==> src/scfs_pkg.sv <==
/*
 * constants, register map and carrier types of the serial command fetch
 * sequencer. assumes one 200 MHz clock where each cycle is one pulse time.
 */
// How it works
// - recirculate counter bits unchanged while carry clear
// - set carry at pulse seven
// - complement read bits while carry set
// - clear carry after first zero bit
// - set carry again at pulse fifteen
// - increment operand sector field the same way
// - always clear carry at pulse twenty three
// - highest sector wraps to zero, carry dropped
// - counter logic runs in all four phases
// - command word from sixteen way line mux
// - phase two pulse two loads index tag
// - line number from word or index field
// - line bits shift downward only under gate
// - phase two shifts opcode under opcode gate
// - phase two copies next sector into register
// - phase two shifts operand sector into register
// - word end: match to phase four, else three
// - phase four lasts one pulse, then one
// - phase one waits match, then phase two
// - standing fetch parity error skips the command
// - operand parity error loops phases one, two
// - phase three waits operand sector, then four
// - decode line into group and member select
package scfs_pkg;
    localparam int PULSES = 24;
    localparam logic [4:0] BT_FIRST = 5'h01;
    localparam logic [4:0] BT_LAST = 5'h18;
    localparam logic [4:0] BT_TAG = 5'h02;
    localparam logic [4:0] BT_LINE_FIRST = 5'h03;
    localparam logic [4:0] BT_LINE_LAST = 5'h07;
    localparam logic [4:0] BT_NC_CARRY = 5'h07;
    localparam logic [4:0] BT_NC_FIRST = 5'h08;
    localparam logic [4:0] BT_NC_LAST = 5'h0f;
    localparam logic [4:0] BT_OP_FIRST = 5'h09;
    localparam logic [4:0] BT_OP_LAST = 5'h0e;
    localparam logic [4:0] BT_NO_CARRY = 5'h0f;
    localparam logic [4:0] BT_NO_FIRST = 5'h10;
    localparam logic [4:0] BT_NO_LAST = 5'h17;
    localparam logic [31:0] CTRL_OFFSET = 32'h0000_0000;
    localparam logic [31:0] STATUS_OFFSET = 32'h0000_0004;
    localparam logic [31:0] FETCH_OFFSET = 32'h0000_0008;
    localparam logic [3:0] CTRL_SEL_RESET = 4'h0;
    localparam logic [4:0] CTRL_INDEX_RESET = 5'h00;
    localparam logic [1:0] RESP_OKAY = 2'h0;
    localparam logic [1:0] RESP_SLVERR = 2'h2;
    typedef enum logic [1:0] {PH_ONE, PH_TWO, PH_THREE, PH_FOUR} scfs_phase_t;
    typedef struct packed {
        logic [4:0] line;
        logic [5:0] opcode;
        logic [7:0] op_sector;
        logic [7:0] next_addr;
    } scfs_fetch_t;
endpackage

==> src/scfs_top.sv <==
/*
 * serial command fetch sequencer: sector counter, fetch shift logic, phase
 * sequencing, parity handling and an axi4-lite register slave.
 * assumes memory lines are clocked one bit per aclk; panel switches are
 * asynchronous pins and get synchronised here.
 */
// Design decisions made here: the register addresses and the AXI4-Lite slave port.
`timescale 1ns/1ps
module scfs_top
    import scfs_pkg::*;
#(
    parameter int SYNC_STAGES = 2
) (
    // clock and reset
    input wire logic aclk,
    input wire logic aresetn,
    // axi4-lite write address
    input wire logic [31:0] s_axi_awaddr,
    input wire logic s_axi_awvalid,
    output logic s_axi_awready,
    // axi4-lite write data
    input wire logic [31:0] s_axi_wdata,
    input wire logic [3:0] s_axi_wstrb,
    input wire logic s_axi_wvalid,
    output logic s_axi_wready,
    // axi4-lite write response
    output logic [1:0] s_axi_bresp,
    output logic s_axi_bvalid,
    input wire logic s_axi_bready,
    // axi4-lite read
    input wire logic [31:0] s_axi_araddr,
    input wire logic s_axi_arvalid,
    output logic s_axi_arready,
    output logic [31:0] s_axi_rdata,
    output logic [1:0] s_axi_rresp,
    output logic s_axi_rvalid,
    input wire logic s_axi_rready,
    // memory lines
    input wire logic counter_line_read_bit,
    output logic counter_line_write_bit,
    input wire logic [15:0] command_line_read,
    input wire logic [31:0] operand_line_read,
    output logic instruction_reg_write_bit,
    output logic fetch_gate,
    output logic [3:0] group_select,
    output logic [7:0] member_select,
    // execution side and panel
    input wire logic operand_parity_error,
    input wire logic enable_switch,
    input wire logic breakpoint_switch,
    output logic phase_bit_high,
    output logic phase_bit_low,
    output logic parity_error_flag
);
    // bit of an 8-bit field at the given pulse, lsb at the field's first pulse
    function automatic logic field_bit(input logic [7:0] v, input logic [4:0] bt, input logic [4:0] first);
        logic [4:0] idx;
        idx = bt - first;
        return v[idx[2:0]];
    endfunction

    function automatic logic in_window(input logic [4:0] bt, input logic [4:0] lo, input logic [4:0] hi);
        return (bt >= lo) && (bt <= hi);
    endfunction

    logic [4:0] bt_reg, bt_next;
    scfs_phase_t phase_reg, phase_next;
    logic carry_reg, carry_next;
    logic write_reg, write_next;
    logic iw_reg, iw_next;
    logic match_reg, match_next;
    logic parity_reg, parity_next;
    logic tag_reg, tag_next;
    scfs_fetch_t fetch_reg, fetch_next;
    logic [3:0] sel_reg, sel_next;
    logic [4:0] index_reg, index_next;
    logic [SYNC_STAGES-1:0] en_sync_reg, bp_sync_reg;
    logic vg;
    logic switches_clear;
    logic compare_bit, compare_on;

    // panel switch synchronisers
    always_ff @(posedge aclk) begin
        if (!aresetn) begin
            en_sync_reg <= '0;
            bp_sync_reg <= '0;
        end else begin
            en_sync_reg <= {en_sync_reg[SYNC_STAGES-2:0], enable_switch};
            bp_sync_reg <= {bp_sync_reg[SYNC_STAGES-2:0], breakpoint_switch};
        end
    end
    assign switches_clear = en_sync_reg[SYNC_STAGES-1] && bp_sync_reg[SYNC_STAGES-1];

    assign vg = command_line_read[sel_reg];

    always_comb begin
        group_select = 4'h0;
        member_select = 8'h00;
        group_select[fetch_reg.line[4:3]] = 1'b1;
        member_select[fetch_reg.line[2:0]] = 1'b1;
    end
    assign fetch_gate = operand_line_read[fetch_reg.line];

    // sector compare source depends on phase
    always_comb begin
        compare_on = 1'b0;
        compare_bit = 1'b0;
        unique case (phase_reg)
            PH_ONE: begin
                compare_on = in_window(bt_reg, BT_NC_FIRST, BT_NC_LAST);
                compare_bit = field_bit(fetch_reg.next_addr, bt_reg, BT_NC_FIRST);
            end
            PH_TWO: begin
                compare_on = in_window(bt_reg, BT_NO_FIRST, BT_NO_LAST);
                compare_bit = vg;
            end
            PH_THREE: begin
                compare_on = in_window(bt_reg, BT_NO_FIRST, BT_NO_LAST);
                compare_bit = field_bit(fetch_reg.op_sector, bt_reg, BT_NO_FIRST);
            end
            PH_FOUR: begin
                compare_on = 1'b0;
                compare_bit = 1'b0;
            end
        endcase
    end

    // sector counter, runs whatever the phase
    always_comb begin
        bt_next = (bt_reg == BT_LAST) ? BT_FIRST : bt_reg + 5'h01;
        // no phase term in the counter
        carry_next = carry_reg;
        if (carry_reg && !counter_line_read_bit && in_window(bt_reg, BT_NC_FIRST, BT_NC_LAST - 5'h01)) begin
            carry_next = 1'b0;
        end
        // same for the operand sector field
        if (carry_reg && !counter_line_read_bit && in_window(bt_reg, BT_NO_FIRST, BT_NO_LAST - 5'h01)) begin
            carry_next = 1'b0;
        end
        if (bt_reg == BT_NC_CARRY) begin
            carry_next = 1'b1;
        end
        if (bt_reg == BT_NO_CARRY) begin
            carry_next = 1'b1;
        end
        if (bt_reg == BT_NO_LAST) begin
            carry_next = 1'b0;
        end
        write_next = counter_line_read_bit ^ carry_reg;
    end

    always_ff @(posedge aclk) begin
        if (!aresetn) begin
            bt_reg <= BT_FIRST;
            carry_reg <= 1'b0;
            write_reg <= 1'b0;
        end else begin
            bt_reg <= bt_next;
            carry_reg <= carry_next;
            write_reg <= write_next;
        end
    end
    assign counter_line_write_bit = write_reg;

    // fetch shifting, match, parity and phase
    always_comb begin
        fetch_next = fetch_reg;
        tag_next = tag_reg;
        iw_next = 1'b0;
        match_next = match_reg;
        parity_next = parity_reg;
        phase_next = phase_reg;
        if (phase_reg == PH_TWO) begin
            if (bt_reg == BT_TAG) begin
                tag_next = vg;
            end
            // line shift gate, top stage downward
            if (in_window(bt_reg, BT_LINE_FIRST, BT_LINE_LAST)) begin
                fetch_next.line = {tag_reg ? index_reg[3'(bt_reg - BT_LINE_FIRST)] : vg, fetch_reg.line[4:1]};
            end
            if (in_window(bt_reg, BT_OP_FIRST, BT_OP_LAST)) begin
                fetch_next.opcode = {vg, fetch_reg.opcode[5:1]};
            end
            if (in_window(bt_reg, BT_NC_FIRST, BT_NC_LAST)) begin
                fetch_next.next_addr = {counter_line_read_bit, fetch_reg.next_addr[7:1]};
                iw_next = counter_line_read_bit;
            end
            if (in_window(bt_reg, BT_NO_FIRST, BT_NO_LAST)) begin
                fetch_next.op_sector = {vg, fetch_reg.op_sector[7:1]};
                iw_next = vg;
            end
        end
        if (compare_on && (compare_bit != counter_line_read_bit)) begin
            match_next = 1'b0;
        end
        if (bt_reg == BT_LAST) begin
            match_next = 1'b1;
        end
        // switches clear the flag, a new error wins
        if (switches_clear) begin
            parity_next = 1'b0;
        end
        if (phase_reg == PH_TWO && bt_reg != BT_FIRST && vg) begin
            parity_next = ~parity_reg;
        end
        if (operand_parity_error) begin
            parity_next = 1'b1;
        end
        unique case (phase_reg)
            PH_ONE: begin
                if (bt_reg == BT_LAST && match_reg) begin
                    phase_next = PH_TWO;
                end
            end
            PH_TWO: begin
                // one pulse of phase two while the flag stands
                if (bt_reg == BT_FIRST && parity_reg) begin
                    phase_next = PH_ONE;
                end else if (bt_reg == BT_LAST) begin
                    phase_next = match_reg ? PH_FOUR : PH_THREE;
                end
            end
            PH_THREE: begin
                if (bt_reg == BT_LAST && match_reg) begin
                    phase_next = PH_FOUR;
                end
            end
            PH_FOUR: begin
                phase_next = PH_ONE;
            end
        endcase
    end

    always_ff @(posedge aclk) begin
        if (!aresetn) begin
            fetch_reg <= '0;
            tag_reg <= 1'b0;
            iw_reg <= 1'b0;
            match_reg <= 1'b0;
            parity_reg <= 1'b0;
            phase_reg <= PH_ONE;
        end else begin
            fetch_reg <= fetch_next;
            tag_reg <= tag_next;
            iw_reg <= iw_next;
            match_reg <= match_next;
            parity_reg <= parity_next;
            phase_reg <= phase_next;
        end
    end
    assign instruction_reg_write_bit = iw_reg;
    assign parity_error_flag = parity_reg;
    assign phase_bit_high = (phase_reg == PH_THREE) || (phase_reg == PH_FOUR);
    assign phase_bit_low = (phase_reg == PH_TWO) || (phase_reg == PH_THREE);

    // axi4-lite slave
    logic aw_have_reg, aw_have_next, w_have_reg, w_have_next;
    logic [31:0] awaddr_reg, awaddr_next, wdata_reg, wdata_next;
    logic [3:0] wstrb_reg, wstrb_next;
    logic bvalid_reg, bvalid_next, rvalid_reg, rvalid_next;
    logic [1:0] bresp_reg, bresp_next, rresp_reg, rresp_next;
    logic [31:0] rdata_reg, rdata_next;

    assign s_axi_awready = !aw_have_reg && !bvalid_reg;
    assign s_axi_wready = !w_have_reg && !bvalid_reg;
    assign s_axi_arready = !rvalid_reg;

    always_comb begin
        aw_have_next = aw_have_reg;
        w_have_next = w_have_reg;
        awaddr_next = awaddr_reg;
        wdata_next = wdata_reg;
        wstrb_next = wstrb_reg;
        bvalid_next = bvalid_reg;
        bresp_next = bresp_reg;
        rvalid_next = rvalid_reg;
        rresp_next = rresp_reg;
        rdata_next = rdata_reg;
        sel_next = sel_reg;
        index_next = index_reg;
        if (s_axi_awvalid && s_axi_awready) begin
            aw_have_next = 1'b1;
            awaddr_next = s_axi_awaddr;
        end
        if (s_axi_wvalid && s_axi_wready) begin
            w_have_next = 1'b1;
            wdata_next = s_axi_wdata;
            wstrb_next = s_axi_wstrb;
        end
        if (aw_have_reg && w_have_reg) begin
            aw_have_next = 1'b0;
            w_have_next = 1'b0;
            bvalid_next = 1'b1;
            bresp_next = RESP_OKAY;
            if (awaddr_reg[31:2] == CTRL_OFFSET[31:2]) begin
                if (wstrb_reg[0]) begin
                    sel_next = wdata_reg[3:0];
                end
                if (wstrb_reg[1]) begin
                    index_next = wdata_reg[12:8];
                end
            end else if (awaddr_reg[31:2] != STATUS_OFFSET[31:2] && awaddr_reg[31:2] != FETCH_OFFSET[31:2]) begin
                bresp_next = RESP_SLVERR;
            end
        end
        if (bvalid_reg && s_axi_bready) begin
            bvalid_next = 1'b0;
        end
        if (rvalid_reg && s_axi_rready) begin
            rvalid_next = 1'b0;
        end
        if (s_axi_arvalid && s_axi_arready) begin
            rvalid_next = 1'b1;
            rresp_next = RESP_OKAY;
            if (s_axi_araddr[31:2] == CTRL_OFFSET[31:2]) begin
                rdata_next = {19'h0, index_reg, 4'h0, sel_reg};
            end else if (s_axi_araddr[31:2] == STATUS_OFFSET[31:2]) begin
                rdata_next = {24'h0, carry_reg, match_reg, tag_reg, parity_reg, 2'h0, phase_bit_high, phase_bit_low};
            end else if (s_axi_araddr[31:2] == FETCH_OFFSET[31:2]) begin
                rdata_next = {3'h0, fetch_reg.line, 2'h0, fetch_reg.opcode, fetch_reg.op_sector, fetch_reg.next_addr};
            end else begin
                rdata_next = 32'h0000_0000;
                rresp_next = RESP_SLVERR;
            end
        end
    end

    always_ff @(posedge aclk) begin
        if (!aresetn) begin
            aw_have_reg <= 1'b0;
            w_have_reg <= 1'b0;
            awaddr_reg <= 32'h0000_0000;
            wdata_reg <= 32'h0000_0000;
            wstrb_reg <= 4'h0;
            bvalid_reg <= 1'b0;
            bresp_reg <= RESP_OKAY;
            rvalid_reg <= 1'b0;
            rresp_reg <= RESP_OKAY;
            rdata_reg <= 32'h0000_0000;
            sel_reg <= CTRL_SEL_RESET;
            index_reg <= CTRL_INDEX_RESET;
        end else begin
            aw_have_reg <= aw_have_next;
            w_have_reg <= w_have_next;
            awaddr_reg <= awaddr_next;
            wdata_reg <= wdata_next;
            wstrb_reg <= wstrb_next;
            bvalid_reg <= bvalid_next;
            bresp_reg <= bresp_next;
            rvalid_reg <= rvalid_next;
            rresp_reg <= rresp_next;
            rdata_reg <= rdata_next;
            sel_reg <= sel_next;
            index_reg <= index_next;
        end
    end
    assign s_axi_bvalid = bvalid_reg;
    assign s_axi_bresp = bresp_reg;
    assign s_axi_rvalid = rvalid_reg;
    assign s_axi_rresp = rresp_reg;
    assign s_axi_rdata = rdata_reg;
endmodule

==> config.mk <==
export PLATFORM = sky130hd
export DESIGN_NAME = scfs_top
export DESIGN_NICKNAME = d
export VERILOG_FILES = /design/src/scfs_pkg.sv /design/src/scfs_top.sv
export SDC_FILE = /design/constraint.sdc
export NUM_CORES = 1
export LEC_CHECK = 0
export BUFFER_PORTS_ARGS = -buffer_cell sky130_fd_sc_hd__clkbuf_2
export CAP_MARGIN = 20
export CORE_UTILIZATION = 45
export DETAILED_ROUTE_END_ITERATION = 6
export PLACE_DENSITY = 0.82
export SETUP_SLACK_MARGIN = 0.02
export SLEW_MARGIN = 20
export SYNTH_ARGS = -nofsm -noshare
export SYNTH_HDL_FRONTEND = slang
export SYNTH_SLANG_ARGS = --single-unit
==> constraint.sdc <==
create_clock -name aclk -period 2.7 [get_ports aclk]
set_input_delay 0 -clock aclk [delete_from_list [all_inputs] [get_ports aclk]]
set_output_delay 0 -clock aclk [all_outputs]
set_load 0.05 [all_outputs]
== Yosys cells after proc, flatten, opt, wreduce, memory -nomap -nowiden ==
Index checks and enable logic that the tools add are counted.
Widths: inputs -> output; s select.

* Eq/ne operators: 18
* Muxes and demuxes: 44
* Bitwise operators: 3
* Reduce and logical (&&, ||, !) cells: 54
* Order comparisons: 18
* Add/sub/neg operators: 4

{| class="wikitable"
|+ Operators with widths
! kind !! count
|-
| $mux 29 || 3
|-
| $logic_not 30->1 || 2
|-
| $eq 30x1->1 const B || 1
|-
| $eq 30x2->1 const B || 1
|-
| $ne 30x1->1 const B || 1
|-
| $ne 30x2->1 const B || 1
|-
| $logic_and 1x1->1 || 26
|-
| $mux 1 || 22
|-
| $mux 2 || 9
|-
| $lt 3x4->1 const B || 4
|-
| $reduce_and 2->1 || 6
|-
| $eq 5x5->1 const B || 2
|-
| $ge 5x4->1 const B || 2
|-
| $le 5x4->1 const B || 2
|-
| $le 5x5->1 const B || 2
|-
| $reduce_or 2->1 || 5
|-
| $bmux 1 s3 || 3
|-
| $reduce_and 3->1 || 3
|-
| $pmux 2 s4 || 1
|-
| $lt 5x6->1 const B || 1
|-
| $sub 3x1->3 const B || 2
|-
| $add 5x1->5 const B || 1
|-
| $bmux 1 s5 || 1
|-
| $eq 5x1->1 const B || 1
|-
| 30 further kinds || 39
|}

* Output and inout bits: 59
* Bits in registers: 140
* Word-level logic and storage cells: 167
* Bits of input ports: 159

== Logic depth before layout (Yosys ltp) ==
Gate-level depths: netlist (run 1).

* Depth in word-level cells: 8
* Gate-level depth with buffers: 8
* Gate-level depth less buffers: 7

== Least setup slack after synthesis (run 1) ==
OpenSTA, ideal clock, no wires.

* Kind: reg2reg
* Start: reg bvalid_reg, in the netlist s_axi_bvalid
* End: reg awaddr_reg[23]
* Arrival time: 2104 ps
* Path slack: 521 ps
* Clock period less this slack: 2179 ps
* Buffers on the path: 2
* Setup time: 76 ps
* Data required time: 2624 ps
* Cell stages (with the launch flop): 7
* Path through: dfxtp_1 nor2_1 and2_1 clkbuf_1 clkbuf_1 nand2_1 a21boi_0

* Cells in the longest elaborated chain, start to end: 3

{| class="wikitable"
|+ Ends and longest elaborated chain
! element !! RTL line !! source
|-
| start, declared || scfs_top.sv:260 || <nowiki>logic bvalid_reg, bvalid_next, rvalid_reg, rvalid_next;</nowiki>
|-
| start signal, assigned || scfs_top.sv:348 || <nowiki>bvalid_reg <= bvalid_next;</nowiki>
|-
| $logic_not 1->1 || scfs_top.sv:264 || <nowiki>assign s_axi_awready = !aw_have_reg && !bvalid_reg;</nowiki>
|-
| $logic_and 1x1->1 || scfs_top.sv:264 ||
|-
| net s_axi_awready || scfs_top.sv:20 || <nowiki>output logic s_axi_awready,</nowiki>
|-
| $logic_and 1x1->1 || scfs_top.sv:281 || <nowiki>if (s_axi_awvalid && s_axi_awready) begin</nowiki>
|-
| end signal, assigned || scfs_top.sv:345 || <nowiki>awaddr_reg <= awaddr_next;</nowiki>
|-
| end, declared || scfs_top.sv:258 || <nowiki>logic [31:0] awaddr_reg, awaddr_next, wdata_reg, wdata_next;</nowiki>
|}

The timed path passes the listed nets, and every way through them passes these cells.
A chain may end at the register's enable or synchronous reset.

== Worst setup path after layout (run 1) ==
* Start: reg fetch_reg[22] in the netlist's numbering
* End: out fetch_gate

* Cells in the longest elaborated chain, start to end: 2

{| class="wikitable"
|+ Ends and longest elaborated chain
! element !! RTL line !! source
|-
| start, declared || scfs_top.sv:74 || <nowiki>scfs_fetch_t fetch_reg, fetch_next;</nowiki>
|-
| start signal, assigned || scfs_top.sv:243 || <nowiki>fetch_reg <= fetch_next;</nowiki>
|-
| $bmux 1 s5 || scfs_top.sv:102 || <nowiki>assign fetch_gate = operand_line_read[fetch_reg.line];</nowiki>
|-
| $mux 1 (not written as such) || scfs_top.sv:102 ||
|-
| end, declared || scfs_top.sv:44 || <nowiki>output logic fetch_gate,</nowiki>
|}

No other way between the ends. The select of a mux whose other input is x is not followed.

==> Implementation_results.wiki, run 1 <==
{| class="wikitable"
! Metric !! Value
|-
| Number of nets with antenna violations after routing || 0
|-
| Total CTS buffers || 17
|-
| Top Family by Delay on Critical Path || flip-flops
|-
| Cell Pwr Density || 602 mW/mm^2
|-
| Transition time of the tightest slew-check pin || between 0.9 and 1 ns
|-
| Net switching power || 1.17 mW
|-
| HPWL after detailed placement || 10.6 mm
|-
| Placed cell count || 974
|-
| Standard cell core area || 0.0128 mm^2
|-
| Max Cap Viol || 0
|-
| DR vias/cell || 5.26
|-
| Relative slew slack || 35.2%
|-
| Type of origin of the critical path || flop
|-
| Initial core utilization || 47.1%
|-
| Via count of the first global-routing pass || 5,461
|-
| Maximum buffer depth of the clock tree || 2
|-
| Worst-path cell chain || mux4_2 > nor2b_1 > a211oi_1 > a21oi_1 > a21o_1 > clkbuf_2
|-
| Number of top-level pins || 218
|-
| Endpoint kind of the worst setup timing path || primary output
|-
| Die boundary height || approximately 120 um
|-
| Switching part of the total || a little under a quarter
|-
| Top layer in use || met4
|-
| Critical path destination || fetch_gate
|-
| Gate Count Post-Synth || 654
|-
| Final sum of negative setup slack || 0 ns
|-
| WL met2 || 8.31 mm
|-
| Root buffer cell || sky130_fd_sc_hd__clkbuf_16
|-
| Global router's overall resource usage || 23.3%
|-
| Count of buffers inserted at the top-level ports || between 150 and 200
|-
| Clock transition time at the flip-flop clock pins of the worst setup and hold paths || 0.06 ns
|-
| Required time of the critical path || about 2.7 ns
|-
| Detailed router's first-iteration violation count || 178
|-
| Count of yosys warnings during synthesis || 0
|-
| Leakage || 3.56 nW
|-
| Average size of a mapped cell || 9.23 um^2
|-
| Sequential Power Share || 40.4%
|-
| Critical-path cell with the highest stage delay || sky130_fd_sc_hd__dfxtp_1
|-
| WP data arrival || between 2 and 2.5 ns
|-
| Area of the mapped netlist || 0.00604 mm^2
|-
| Post-synth top area cell || sky130_fd_sc_hd__dfxtp_1
|-
| Insertion delay to the later sink of the worst-skew pair || a little over 0.4 ns
|-
| Number of synthesized register bits || ~130
|-
| Routed length on met1 || 6.41 mm
|-
| Library cells used by synthesis || 62
|-
| Count of clock tree sinks || 127
|-
| Fraction of layout instances using a drive strength above 1 || 28.9%
|-
| Number of flip-flops under the largest register name || 30
|-
| Part of the power in combinational logic || between 10 and 15%
|-
| Width of the die || ~120 um
|-
| Register-to-register path setup slack || 0.47 ns
|-
| Sequential cell area fraction in the yosys report || 42.1%
|-
| Met3 Wirelength || 850 um
|-
| First-pass GRT wire length || 26.1 mm
|-
| Clock skew || a little over 0.01 ns
|-
| Upper clock frequency limit || between 400 and 500 MHz
|-
| Top fanout value on the critical path || 8
|-
| Maximum number of pins on one net before global-route repair || 39
|-
| Antenna violations before repair || 0
|-
| Most instantiated flip-flop cell in the synthesis netlist || sky130_fd_sc_hd__dfxtp_1
|-
| Clock tree from TritonCTS || built
|-
| Share of synthesized registers carrying an async set or reset || 0%
|-
| Nets || 1,040
|-
| Internal || around 3.7 mW
|-
| Top post-synthesis cells by count || sky130_fd_sc_hd__dfxtp_1, sky130_fd_sc_hd__nand2_1, sky130_fd_sc_hd__nor2_1
|-
| DRT Wirelength || ~16 mm
|-
| Maximum single-stage delay on the critical path || 0.58 ns
|-
| Buffering stage count on the worst path with inverters included || 1
|-
| Fin crit share || between 80% and 90%
|-
| Top cells by area in the synthesized netlist || sky130_fd_sc_hd__dfxtp_1, sky130_fd_sc_hd__mux2i_1, sky130_fd_sc_hd__nand2_1, sky130_fd_sc_hd__a21boi_0, sky130_fd_sc_hd__mux4_2
|-
| Setup repair after global routing missed its margin || no
|-
| Outcome || complete, no violations
|-
| Origin of the critical flop-to-flop path || bt_reg[0]
|-
| Detailed-router iteration count before antenna repair || 7
|-
| Global-route congestion overflow total || 0
|-
| Count of antenna diodes in the layout || 0
|-
| Synthesis-to-finish area growth || 35.2%
|-
| Most numerous cell in the Yosys netlist || sky130_fd_sc_hd__dfxtp_1
|-
| Remaining DRCs || 0
|-
| Critical Path Stages || 6
|-
| Hold WC Path Type || primary input to flop
|-
| Total count of max-transition violations in the final report || 0
|-
| Area of the die || roughly 0.014 mm^2
|-
| Start-to-end type of the worst setup path || flop to primary output
|-
| Endpoint of the worst-slack reg-to-reg timing path || fetch_reg[0]
|-
| Post-synth EDFFs || 0
|-
| Routability cong. || 0.821
|-
| Total of endpoints with negative setup slack in the final report || 0
|-
| Source of the critical timing path || fetch_reg[22]
|-
| Clk network pwr share || 48.9%
|-
| Final Hold Fails || 0
|-
| Peak supply drop || 0.432 mV
|-
| Hold Worst Slack || 0.0555 ns
|-
| Vias after detailed routing || between 5k and 6k
|-
| Path depth of the worst reg2reg path || 7
|-
| Final standard cell count with taps included and fillers excluded || roughly 1.1k
|-
| Final critical delay including setup and external delays || 2.42 ns
|-
| Setup Fix Bufs, Post-CTS || 0
|-
| Number of cell rows || 41
|-
| Average routed wire per standard cell || 15.0 um
|-
| Share of the synthesized area in the top cell type || a little over two fifths
|-
| CTS H-tree lvls || 4
|}
## layout by cell type, fill, tap and decap left out, types with 7 or more instances in the layout
cell type and instances:
sky130_fd_sc_hd__ha_1 11, sky130_fd_sc_hd__nand2_1 111, sky130_fd_sc_hd__nand3_1 7, sky130_fd_sc_hd__mux2i_1 46, sky130_fd_sc_hd__buf_4 11, sky130_fd_sc_hd__clkbuf_16 17, sky130_fd_sc_hd__nor2_1 61, sky130_fd_sc_hd__mux4_2 12
sky130_fd_sc_hd__dlygate4sd3_1 49, sky130_fd_sc_hd__nor2b_1 25, sky130_fd_sc_hd__inv_1 15, sky130_fd_sc_hd__clkbuf_2 181, sky130_fd_sc_hd__a22oi_1 22, sky130_fd_sc_hd__mux2_2 8, sky130_fd_sc_hd__dfxtp_1 127, sky130_fd_sc_hd__and2_1 9
sky130_fd_sc_hd__a21oi_1 15, sky130_fd_sc_hd__conb_1 7, sky130_fd_sc_hd__nor4_1 13, sky130_fd_sc_hd__a21boi_0 42
## tightest hold or removal path, delay by kind of cell
family | cells | cell delay (ns)
AOI/OAI and AO/OA | 1 | 0.06
buffers and inverters | 1 | 0.22
and+or+nand+nor | 1 | 0.13
## kinds of logic (layout without fill, tap and decap cells)
family,count (synthesis),after routing,synth area share [%]
mux,70,70,15.3
flops,127,127,42.1
buf+inv,65,288,4.58
fa+ha+maj,11,11,2.28
xor+xnor,4,4,0.580
compound gates,112,112,13.6
other cells,1,7,0.0621
simple gates,264,264,21.5
## timing repair
| item | CTS | global route |
|---|---|---|
| hold endpoints to repair | 49 | 0 |
| hold buffers | 49 | 0 |
| setup endpoints to repair | 0 | 0 |
| resized for setup | 0 | 0 |
## final cells by class
| class | count | area (um^2) |
|---|---|---|
| clock buffer | 19 | 443 |
| clock inverter | 13 | 188 |
| fill | 1022 | 4660 |
| inverter | 15 | 56.3 |
| multi-input combinational | 468 | 3240 |
| sequential | 127 | 2540 |
| tap | 172 | 215 |
| timing repair buffer | 241 | 1480 |
## worst min path at each step
stage | endpoint | from | slack [ns] | cells past startpoint
floorplan | bp_sync_reg[0] | breakpoint_switch | 0.13 | 1
global placement | bp_sync_reg[0] | breakpoint_switch | 0.21 | 2
detailed placement | bp_sync_reg[0] | breakpoint_switch | 0.21 | 2
CTS | s_axi_rresp[1] | s_axi_araddr[3] | 0.04 | 3
global route | s_axi_rresp[1] | s_axi_araddr[3] | 0.07 | 3
finish | s_axi_rresp[1] | s_axi_araddr[3] | 0.06 | 3
## layer usage
| metal | GRT usage [%] | vias to the layer above |
|---|---|---|
| met2 | 43.1 | 204 |
| met5 | 0 | - |
| li1 | - | 2718 |
| met1 | 26.0 | 2598 |
| met4 | 7.93 | 0 |
| met3 | 5.28 | 27 |
## per-stage QoR
stage	util, %	total power, mW	setup slack [ns]	instance area [um^2]
3_5_place_dp	54.9	2.48	0.496	7040
5_1_grt	63.7	5.09	0.177	8160
3_3_place_gp	54.9	2.47	0.530	7040
6_report	63.7	4.91	0.279	8160
4_1_cts	63.7	4.93	0.249	8160
2_1_floorplan	-	2.32	0.521	6060
## power by group through the flow
stage / sequential [mW] / combinational (mW) / clock (mW)
after floorplan: 2.03 / 0.298 / 0
after global placement: 2.02 / 0.454 / 0
after detailed placement: 2.02 / 0.462 / 0
after CTS: 1.98 / 0.519 / 2.43
after global routing: 1.99 / 0.579 / 2.52
final: 1.98 / 0.528 / 2.40
Note: power is estimated with default switching activity, not from simulation.
==> run 2: changes to the inputs <==
--- a/config.mk
+++ b/config.mk
@@ -7,9 +7,11 @@
 export LEC_CHECK = 0
 export BUFFER_PORTS_ARGS = -buffer_cell sky130_fd_sc_hd__clkbuf_2
 export CAP_MARGIN = 20
-export CORE_UTILIZATION = 45
+export CELL_PAD_IN_SITES_DETAIL_PLACEMENT = 0
+export CELL_PAD_IN_SITES_GLOBAL_PLACEMENT = 1
+export CORE_UTILIZATION = 37
 export DETAILED_ROUTE_END_ITERATION = 6
-export PLACE_DENSITY = 0.82
+export PLACE_DENSITY_LB_ADDON = 0.2
 export SETUP_SLACK_MARGIN = 0.02
 export SLEW_MARGIN = 20
 export SYNTH_ARGS = -nofsm -noshare
==> run 2 against run 1 <==
Via count decreased by 3.1%. Die area up 21%. First-iteration DRC count up 99%. Sequential cell count stayed put. Core utilization is 12 points lower. Power down 1.1%. Combinational power decreased by 3%. Sequential power about the same. Clock power is 2% lower. Non-clock buffer count decreased by 2. Final cell count is 3.9% higher. Wire length is 5.1% lower. Critical endpoint unchanged. Largest cell class unchanged.
==> Implementation_results.wiki, run 2 (synthesis gave the netlist of run 1 again) <==
{| class="wikitable"
! Metric !! Value
|-
| Average routed wire per standard cell || 13.7 um
|-
| Register-to-register path setup slack || 0.47 ns
|-
| DRT Wirelength || 15.1 mm
|-
| Top fanout value on the critical path || 14
|-
| Nets || just over 1k
|-
| Clock tree from TritonCTS || built
|-
| Standard cell core area || 0.0159 mm^2
|-
| Cell Pwr Density || roughly 590 mW/mm^2
|-
| Number of hold buffers added after cts || 49
|-
| CTS H-tree lvls || 4
|-
| Total CTS buffers || 17
|-
| Antenna violations before repair || 0
|-
| WP data arrival || 2.39 ns
|-
| Width of the die || 130 um
|-
| Via count of the first global-routing pass || 5,051
|-
| Final critical delay including setup and external delays || 2.39 ns
|-
| Count of clock tree sinks || approximately 130
|-
| Final Hold Fails || 0
|-
| HPWL after detailed placement || 11.1 mm
|-
| Hold WC Path Type || primary input to flop
|-
| Count of buffers inserted at the top-level ports || 181
|-
| Synthesis-to-finish area growth || 35.6%
|-
| Detailed-router iteration count before antenna repair || 4
|-
| Required time of the critical path || 2.70 ns
|-
| Relative slew slack || 36.2%
|-
| Root buffer cell || sky130_fd_sc_hd__clkbuf_16
|-
| Post-Route Utilization || 51.5%
|-
| Sequential Power Share || slightly above 40%
|-
| Leading cell type in the layout, fill and taps excluded || sky130_fd_sc_hd__clkbuf_2
|-
| Total count of max-transition violations in the final report || 0
|-
| Global router's overall resource usage || 18.1%
|-
| Path depth of the worst reg2reg path || 5
|-
| Final standard cell count with taps included and fillers excluded || 1,096
|-
| DR vias/cell || 4.91
|-
| Max Cap Viol || 0
|-
| Clock skew || approximately 0.007 ns
|-
| Remaining DRCs || 0
|-
| Leakage || 3.54 nW
|-
| Worst Hold Path EP || s_axi_rdata[18]
|-
| Hold Worst Slack || 0.0144 ns
|-
| Detailed router's first-iteration violation count || roughly 350
|-
| Maximum number of pins on one net before global-route repair || 79
|-
| Upper clock frequency limit || 418 MHz
|-
| Clock transition time at the flip-flop clock pins of the worst setup and hold paths || around 0.050 ns
|-
| Switching part of the total || 23.2%
|-
| Internal || 3.73 mW
|-
| Insertion delay to the later sink of the worst-skew pair || 0.41 ns
|-
| Setup repair after global routing missed its margin || no
|-
| Area of the die || 0.0168 mm^2
|-
| Part of the power in combinational logic || 10.5%
|-
| Maximum buffer depth of the clock tree || 2
|-
| Initial core utilization || 38.0%
|-
| Number of flip-flops under the largest register name || 30
|-
| Peak supply drop || around 0.59 mV
|-
| Endpoint kind of the worst setup timing path || primary output
|-
| Fraction of layout instances using a drive strength above 1 || 28.4%
|-
| Origin of the critical flop-to-flop path || sel_reg[1]
|-
| Clk network pwr share || 48.6%
|-
| Number of cell rows || 46
|-
| Total of endpoints with negative setup slack in the final report || 0
|-
| Global-route congestion overflow total || 0
|-
| First-pass GRT wire length || 23.9 mm
|-
| Placed cell count || between 1k and 1.5k
|-
| Number of top-level pins || 218
|-
| Endpoint of the worst-slack reg-to-reg timing path || parity_error_flag
|-
| Post-cts resize count || 0
|-
| Type of origin of the critical path || flop
|-
| Count of antenna diodes in the layout || 0
|-
| Routability cong. || 0.757
|-
| Fin crit share || between 80% and 90%
|-
| Die boundary height || 130 um
|-
| Source of the worst hold timing path || aresetn
|-
| Number of instances on the worst hold path || 3
|-
| Commonest cells after routing, fill and taps aside || sky130_fd_sc_hd__clkbuf_2, sky130_fd_sc_hd__dfxtp_1, sky130_fd_sc_hd__nand2_1
|-
| Vias after detailed routing || approximately 5.4k
|-
| Pre-CTS worst setup slack || 0.473 ns
|-
| Fin worst setup slack || 0.305 ns
|-
| Outcome || complete, no violations
|-
| Number of nets with antenna violations after routing || 0
|-
| Start-to-end type of the worst setup path || flop to primary output
|-
| Net switching power || 1.13 mW
|-
| Transition time of the tightest slew-check pin || 0.954 ns
|-
| Final sum of negative setup slack || 0 ns
|-
| Setup Fix Bufs, Post-CTS || 0
|}
-- run 2: changes by cell type in the layout (fill, tap and decap cells not counted), sizes merged --
| cell | before | now |
|---|---|---|
| buf | 11 | 9 |
| clkbuf | 200 | 202 |
| clkinv | 5 | 4 |
| clkinvlp | 3 | 2 |
| inv | 16 | 15 |
-- run 2: how the worst max path moves through the flow --
| stage | start | endpoint | slack [ns] | depth (start not counted) |
|---|---|---|---|---|
| floorplan | s_axi_bvalid | awaddr_reg[23] | 0.52 | 6 |
| global placement | sel_reg[1] | parity_error_flag | 0.50 | 5 |
| detailed placement | sel_reg[1] | parity_error_flag | 0.47 | 5 |
| CTS | fetch_reg[23] | fetch_gate | 0.26 | 6 |
| global route | fetch_reg[22] | fetch_gate | 0.15 | 5 |
| finish | fetch_reg[23] | fetch_gate | 0.31 | 6 |
-- run 2: critical path, stage by stage, from the launching register on --
cell and delay [ns]:
sky130_fd_sc_hd__dfxtp_1 0.53, sky130_fd_sc_hd__buf_4 0.29, sky130_fd_sc_hd__mux4_2 0.52, sky130_fd_sc_hd__mux2i_1 0.16, sky130_fd_sc_hd__a221oi_1 0.10, sky130_fd_sc_hd__a21o_1 0.17, sky130_fd_sc_hd__clkbuf_2 0.23
-- run 2: layer usage --
metal  wire length (um)  global-route usage (%)  up-vias
met3                536                    4.88       23
met1               6660                    21.8     2517
met2               7560                    31.4      116
met4                310                    5.81        0
met5                  0                       0        -
li1                   -                       -     2720
-- run 2: through the flow --
stage / total power, mW / area (um^2)
after floorplan: 2.32 / 6060
after global placement: 2.48 / 7080
after detailed placement: 2.49 / 7080
after CTS: 4.91 / 8190
after global routing: 5.06 / 8190
final: 4.86 / 8190
-- run 2: power by group through the flow --
| stage | logic (mW) | clock network, mW | registers (mW) |
|---|---|---|---|
| 3_5_place_dp | 0.460 | 0 | 2.03 |
| 6_report | 0.510 | 2.36 | 1.99 |
| 5_1_grt | 0.564 | 2.50 | 2.00 |
| 2_1_floorplan | 0.298 | 0 | 2.03 |
| 4_1_cts | 0.517 | 2.40 | 1.99 |
| 3_3_place_gp | 0.451 | 0 | 2.02 |
-- run 2: layout make-up --
class / count / area, um^2
well taps: 216 / 270
repair buffers: 239 / 1460
fillers: 1488 / 7700
inverters: 15 / 56.3
clock inverters: 10 / 163
clock buffers: 21 / 450
multi-input cells: 468 / 3240
flip-flops and latches: 127 / 2540
==> run 3: changes to the inputs <==
--- a/config.mk
+++ b/config.mk
@@ -9,7 +9,7 @@
 export CAP_MARGIN = 20
 export CELL_PAD_IN_SITES_DETAIL_PLACEMENT = 0
 export CELL_PAD_IN_SITES_GLOBAL_PLACEMENT = 1
-export CORE_UTILIZATION = 37
+export CORE_UTILIZATION = 33
 export DETAILED_ROUTE_END_ITERATION = 6
 export PLACE_DENSITY_LB_ADDON = 0.2
 export SETUP_SLACK_MARGIN = 0.02
==> constraint.sdc (replaced) <==
create_clock -name aclk -period 2 [get_ports aclk]
set_input_delay 0 -clock aclk [delete_from_list [all_inputs] [get_ports aclk]]
set_output_delay 0 -clock aclk [all_outputs]
set_load 0.05 [all_outputs]
==> run 3 against run 2 <==
The run now ends with negative setup slack left. Wire length up 8.9%. Power up 36%. Global-route usage about the same. Hold slack better by 0.0027 ns. Critical path depth unchanged. Final cell count up 4.0%. Register-to-register slack worse by 0.45 ns. Critical endpoint unchanged. Largest cell class unchanged.
==> Implementation_results.wiki, run 3 (synthesis gave the netlist of run 1 again) <==
{| class="wikitable"
! Metric !! Value
|-
| Commonest cells after routing, fill and taps aside || sky130_fd_sc_hd__clkbuf_2, sky130_fd_sc_hd__dfxtp_1, sky130_fd_sc_hd__nand2_1
|-
| Detailed router's first-iteration violation count || 239
|-
| Maximum single-stage delay on the critical path || 0.48 ns
|-
| Upper clock frequency limit || 495 MHz
|-
| Die boundary height || ~140 um
|-
| Detailed-router iteration count before antenna repair || 4
|-
| Fraction of layout instances using a drive strength above 1 || 33.0%
|-
| Fin crit share || 101%
|-
| Maximum buffer depth of the clock tree || 2
|-
| Count of clock tree sinks || approximately 130
|-
| Root buffer cell || sky130_fd_sc_hd__clkbuf_16
|-
| Outcome || finished, violations left
|-
| Antenna violations before repair || 0
|-
| Cell Pwr Density || 775 mW/mm^2
|-
| Endpoint of the worst-slack reg-to-reg timing path || parity_error_flag
|-
| Number of nets with antenna violations after routing || 0
|-
| DRT Wirelength || around 16 mm
|-
| Global-route congestion overflow total || 0
|-
| Pre-CTS worst setup slack || -0.0454 ns
|-
| Area of the die || 0.0188 mm^2
|-
| CTS H-tree lvls || 4
|-
| Endpoint kind of the worst setup timing path || primary output
|-
| Leading cell type in the layout, fill and taps excluded || sky130_fd_sc_hd__clkbuf_2
|-
| Path depth of the worst reg2reg path || 5
|-
| Via count of the first global-routing pass || 5,309
|-
| Global router's overall resource usage || 18.1%
|-
| Max Cap Viol || 0
|-
| WP data arrival || 2.02 ns
|-
| Maximum number of pins on one net before global-route repair || 59
|-
| Final Hold Fails || 0
|-
| Fin worst setup slack || -0.0215 ns
|-
| Total of endpoints with negative setup slack in the final report || 1
|-
| Critical path destination || fetch_gate
|-
| Number of flip-flops under the largest register name || 30
|-
| Type of origin of the critical path || flop
|-
| Average routed wire per standard cell || 14.4 um
|-
| Violated checks || negative setup slack
|-
| Count of buffers inserted at the top-level ports || 181
|-
| Source of the worst hold timing path || aresetn
|-
| Post-Route Utilization || 47.4%
|-
| Standard cell core area || approximately 0.018 mm^2
|-
| HPWL after detailed placement || 12.1 mm
|-
| Hold WC Path Type || primary input to flop
|-
| Routability cong. || 0.753
|-
| Total count of max-transition violations in the final report || 0
|-
| Top fanout value on the critical path || 3
|-
| Source of the critical timing path || fetch_reg[22]
|-
| Relative slew slack || about 66%
|-
| Vias after detailed routing || about 5.5k
|-
| Initial core utilization || 33.6%
|-
| Synthesis-to-finish area growth || 41.2%
|-
| Clock transition time at the flip-flop clock pins of the worst setup and hold paths || 0.06 ns
|-
| Total CTS buffers || 17
|-
| Width of the die || 137 um
|-
| Peak supply drop || about 0.67 mV
|-
| Fillers || 1,764
|-
| Final sum of negative setup slack || -0.0215 ns
|-
| Count of antenna diodes in the layout || 0
|-
| Transition time of the tightest slew-check pin || 0.511 ns
|-
| Critical-path cell with the highest stage delay || sky130_fd_sc_hd__mux4_2
|-
| Remaining DRCs || 0
|-
| Worst-path cell chain || mux4_2 > nor2b_1 > a211oi_1 > a21oi_1 > a21o_1 > buf_8
|-
| First-pass GRT wire length || 26.3 mm
|-
| Clock skew || between 0.007 and 0.008 ns
|-
| Insertion delay to the later sink of the worst-skew pair || approximately 0.42 ns
|-
| Final critical delay including setup and external delays || 2.02 ns
|-
| Start-to-end type of the worst setup path || flop to primary output
|-
| Number of cell rows || 49
|-
| DR vias/cell || around 4.8
|-
| Number of top-level pins || 218
|-
| Leakage || 3.74 nW
|-
| Clock tree from TritonCTS || built
|-
| Register-to-register path setup slack || roughly 0.020 ns
|-
| Required time of the critical path || 2.00 ns
|-
| Origin of the critical flop-to-flop path || sel_reg[2]
|-
| Setup repair after global routing missed its margin || yes
|-
| Nets || 1,068
|}
## run 3: layer usage
| metal | vias to the layer above | part of all wire [%] | GRT usage, % | wire length [um] |
|---|---|---|---|---|
| met2 | 100 | 51 | 31.6 | 8340 |
| met1 | 2610 | 44 | 21.9 | 7290 |
| met3 | 13 | 3.4 | 4.56 | 564 |
| li1 | 2765 | - | - | - |
| met5 | - | 0 | 0 | 0 |
| met4 | 0 | 1.2 | 5.37 | 204 |
## run 3: worst max-delay path: cells and delay by family, from the launching register on
family                 cells  cell delay, ns
AOI/OAI and AO/OA          3            0.47
buffers and inverters      1            0.15
DFF                        1            0.37
muxes                      1            0.48
and+or+nand+nor            1            0.14
## run 3: where the power goes
part           leakage (nW)  internal, mW  switching (mW)
Clock                 0.298          1.98            1.20
Combinational          2.40         0.358           0.399
Sequential             1.04          2.61          0.0667
Total                  3.74          4.94            1.66
## run 3: repair_timing
action	4_1_cts	5_1_grt
gates resized for setup	18	6
pin swaps	6	2
setup endpoints to repair	10	28
hold buffers	49	0
endpoints found under the hold margin	49	0
setup buffers	4	2
## run 3: cell type report
| class | instances | area, um^2 | area share [%] |
|---|---|---|---|
| timing repair buffer | 269 | 1750 | 20.5 |
| tap | 229 | 287 | 3.36 |
| clock inverter | 15 | 186 | 2.19 |
| sequential | 127 | 2560 | 30.1 |
| clock buffer | 17 | 425 | 4.99 |
| inverter | 15 | 56.3 | 0.661 |
| multi-input combinational | 468 | 3260 | 38.2 |
## run 3: metrics by stage
stage               instances  power, mW  instance area [um^2]  hold slack (ns)
global route             1140       6.88                  8520           0.0317
CTS                      1138       6.67                  8490          0.00258
detailed placement       1053       3.41                  7330            0.217
floorplan                 660       3.14                  6070            0.127
finish                   1140       6.61                  8520           0.0171
global placement         1053       3.39                  7330            0.217
## run 3: worst min path at each step
stage,depth (start not counted),end,slack (ns)
after floorplan,1,bp_sync_reg[0],0.13
after global placement,2,en_sync_reg[0],0.22
after detailed placement,2,en_sync_reg[0],0.22
after CTS,3,bt_reg[0],0.003
after global routing,3,bt_reg[0],0.03
final,3,bt_reg[0],0.02
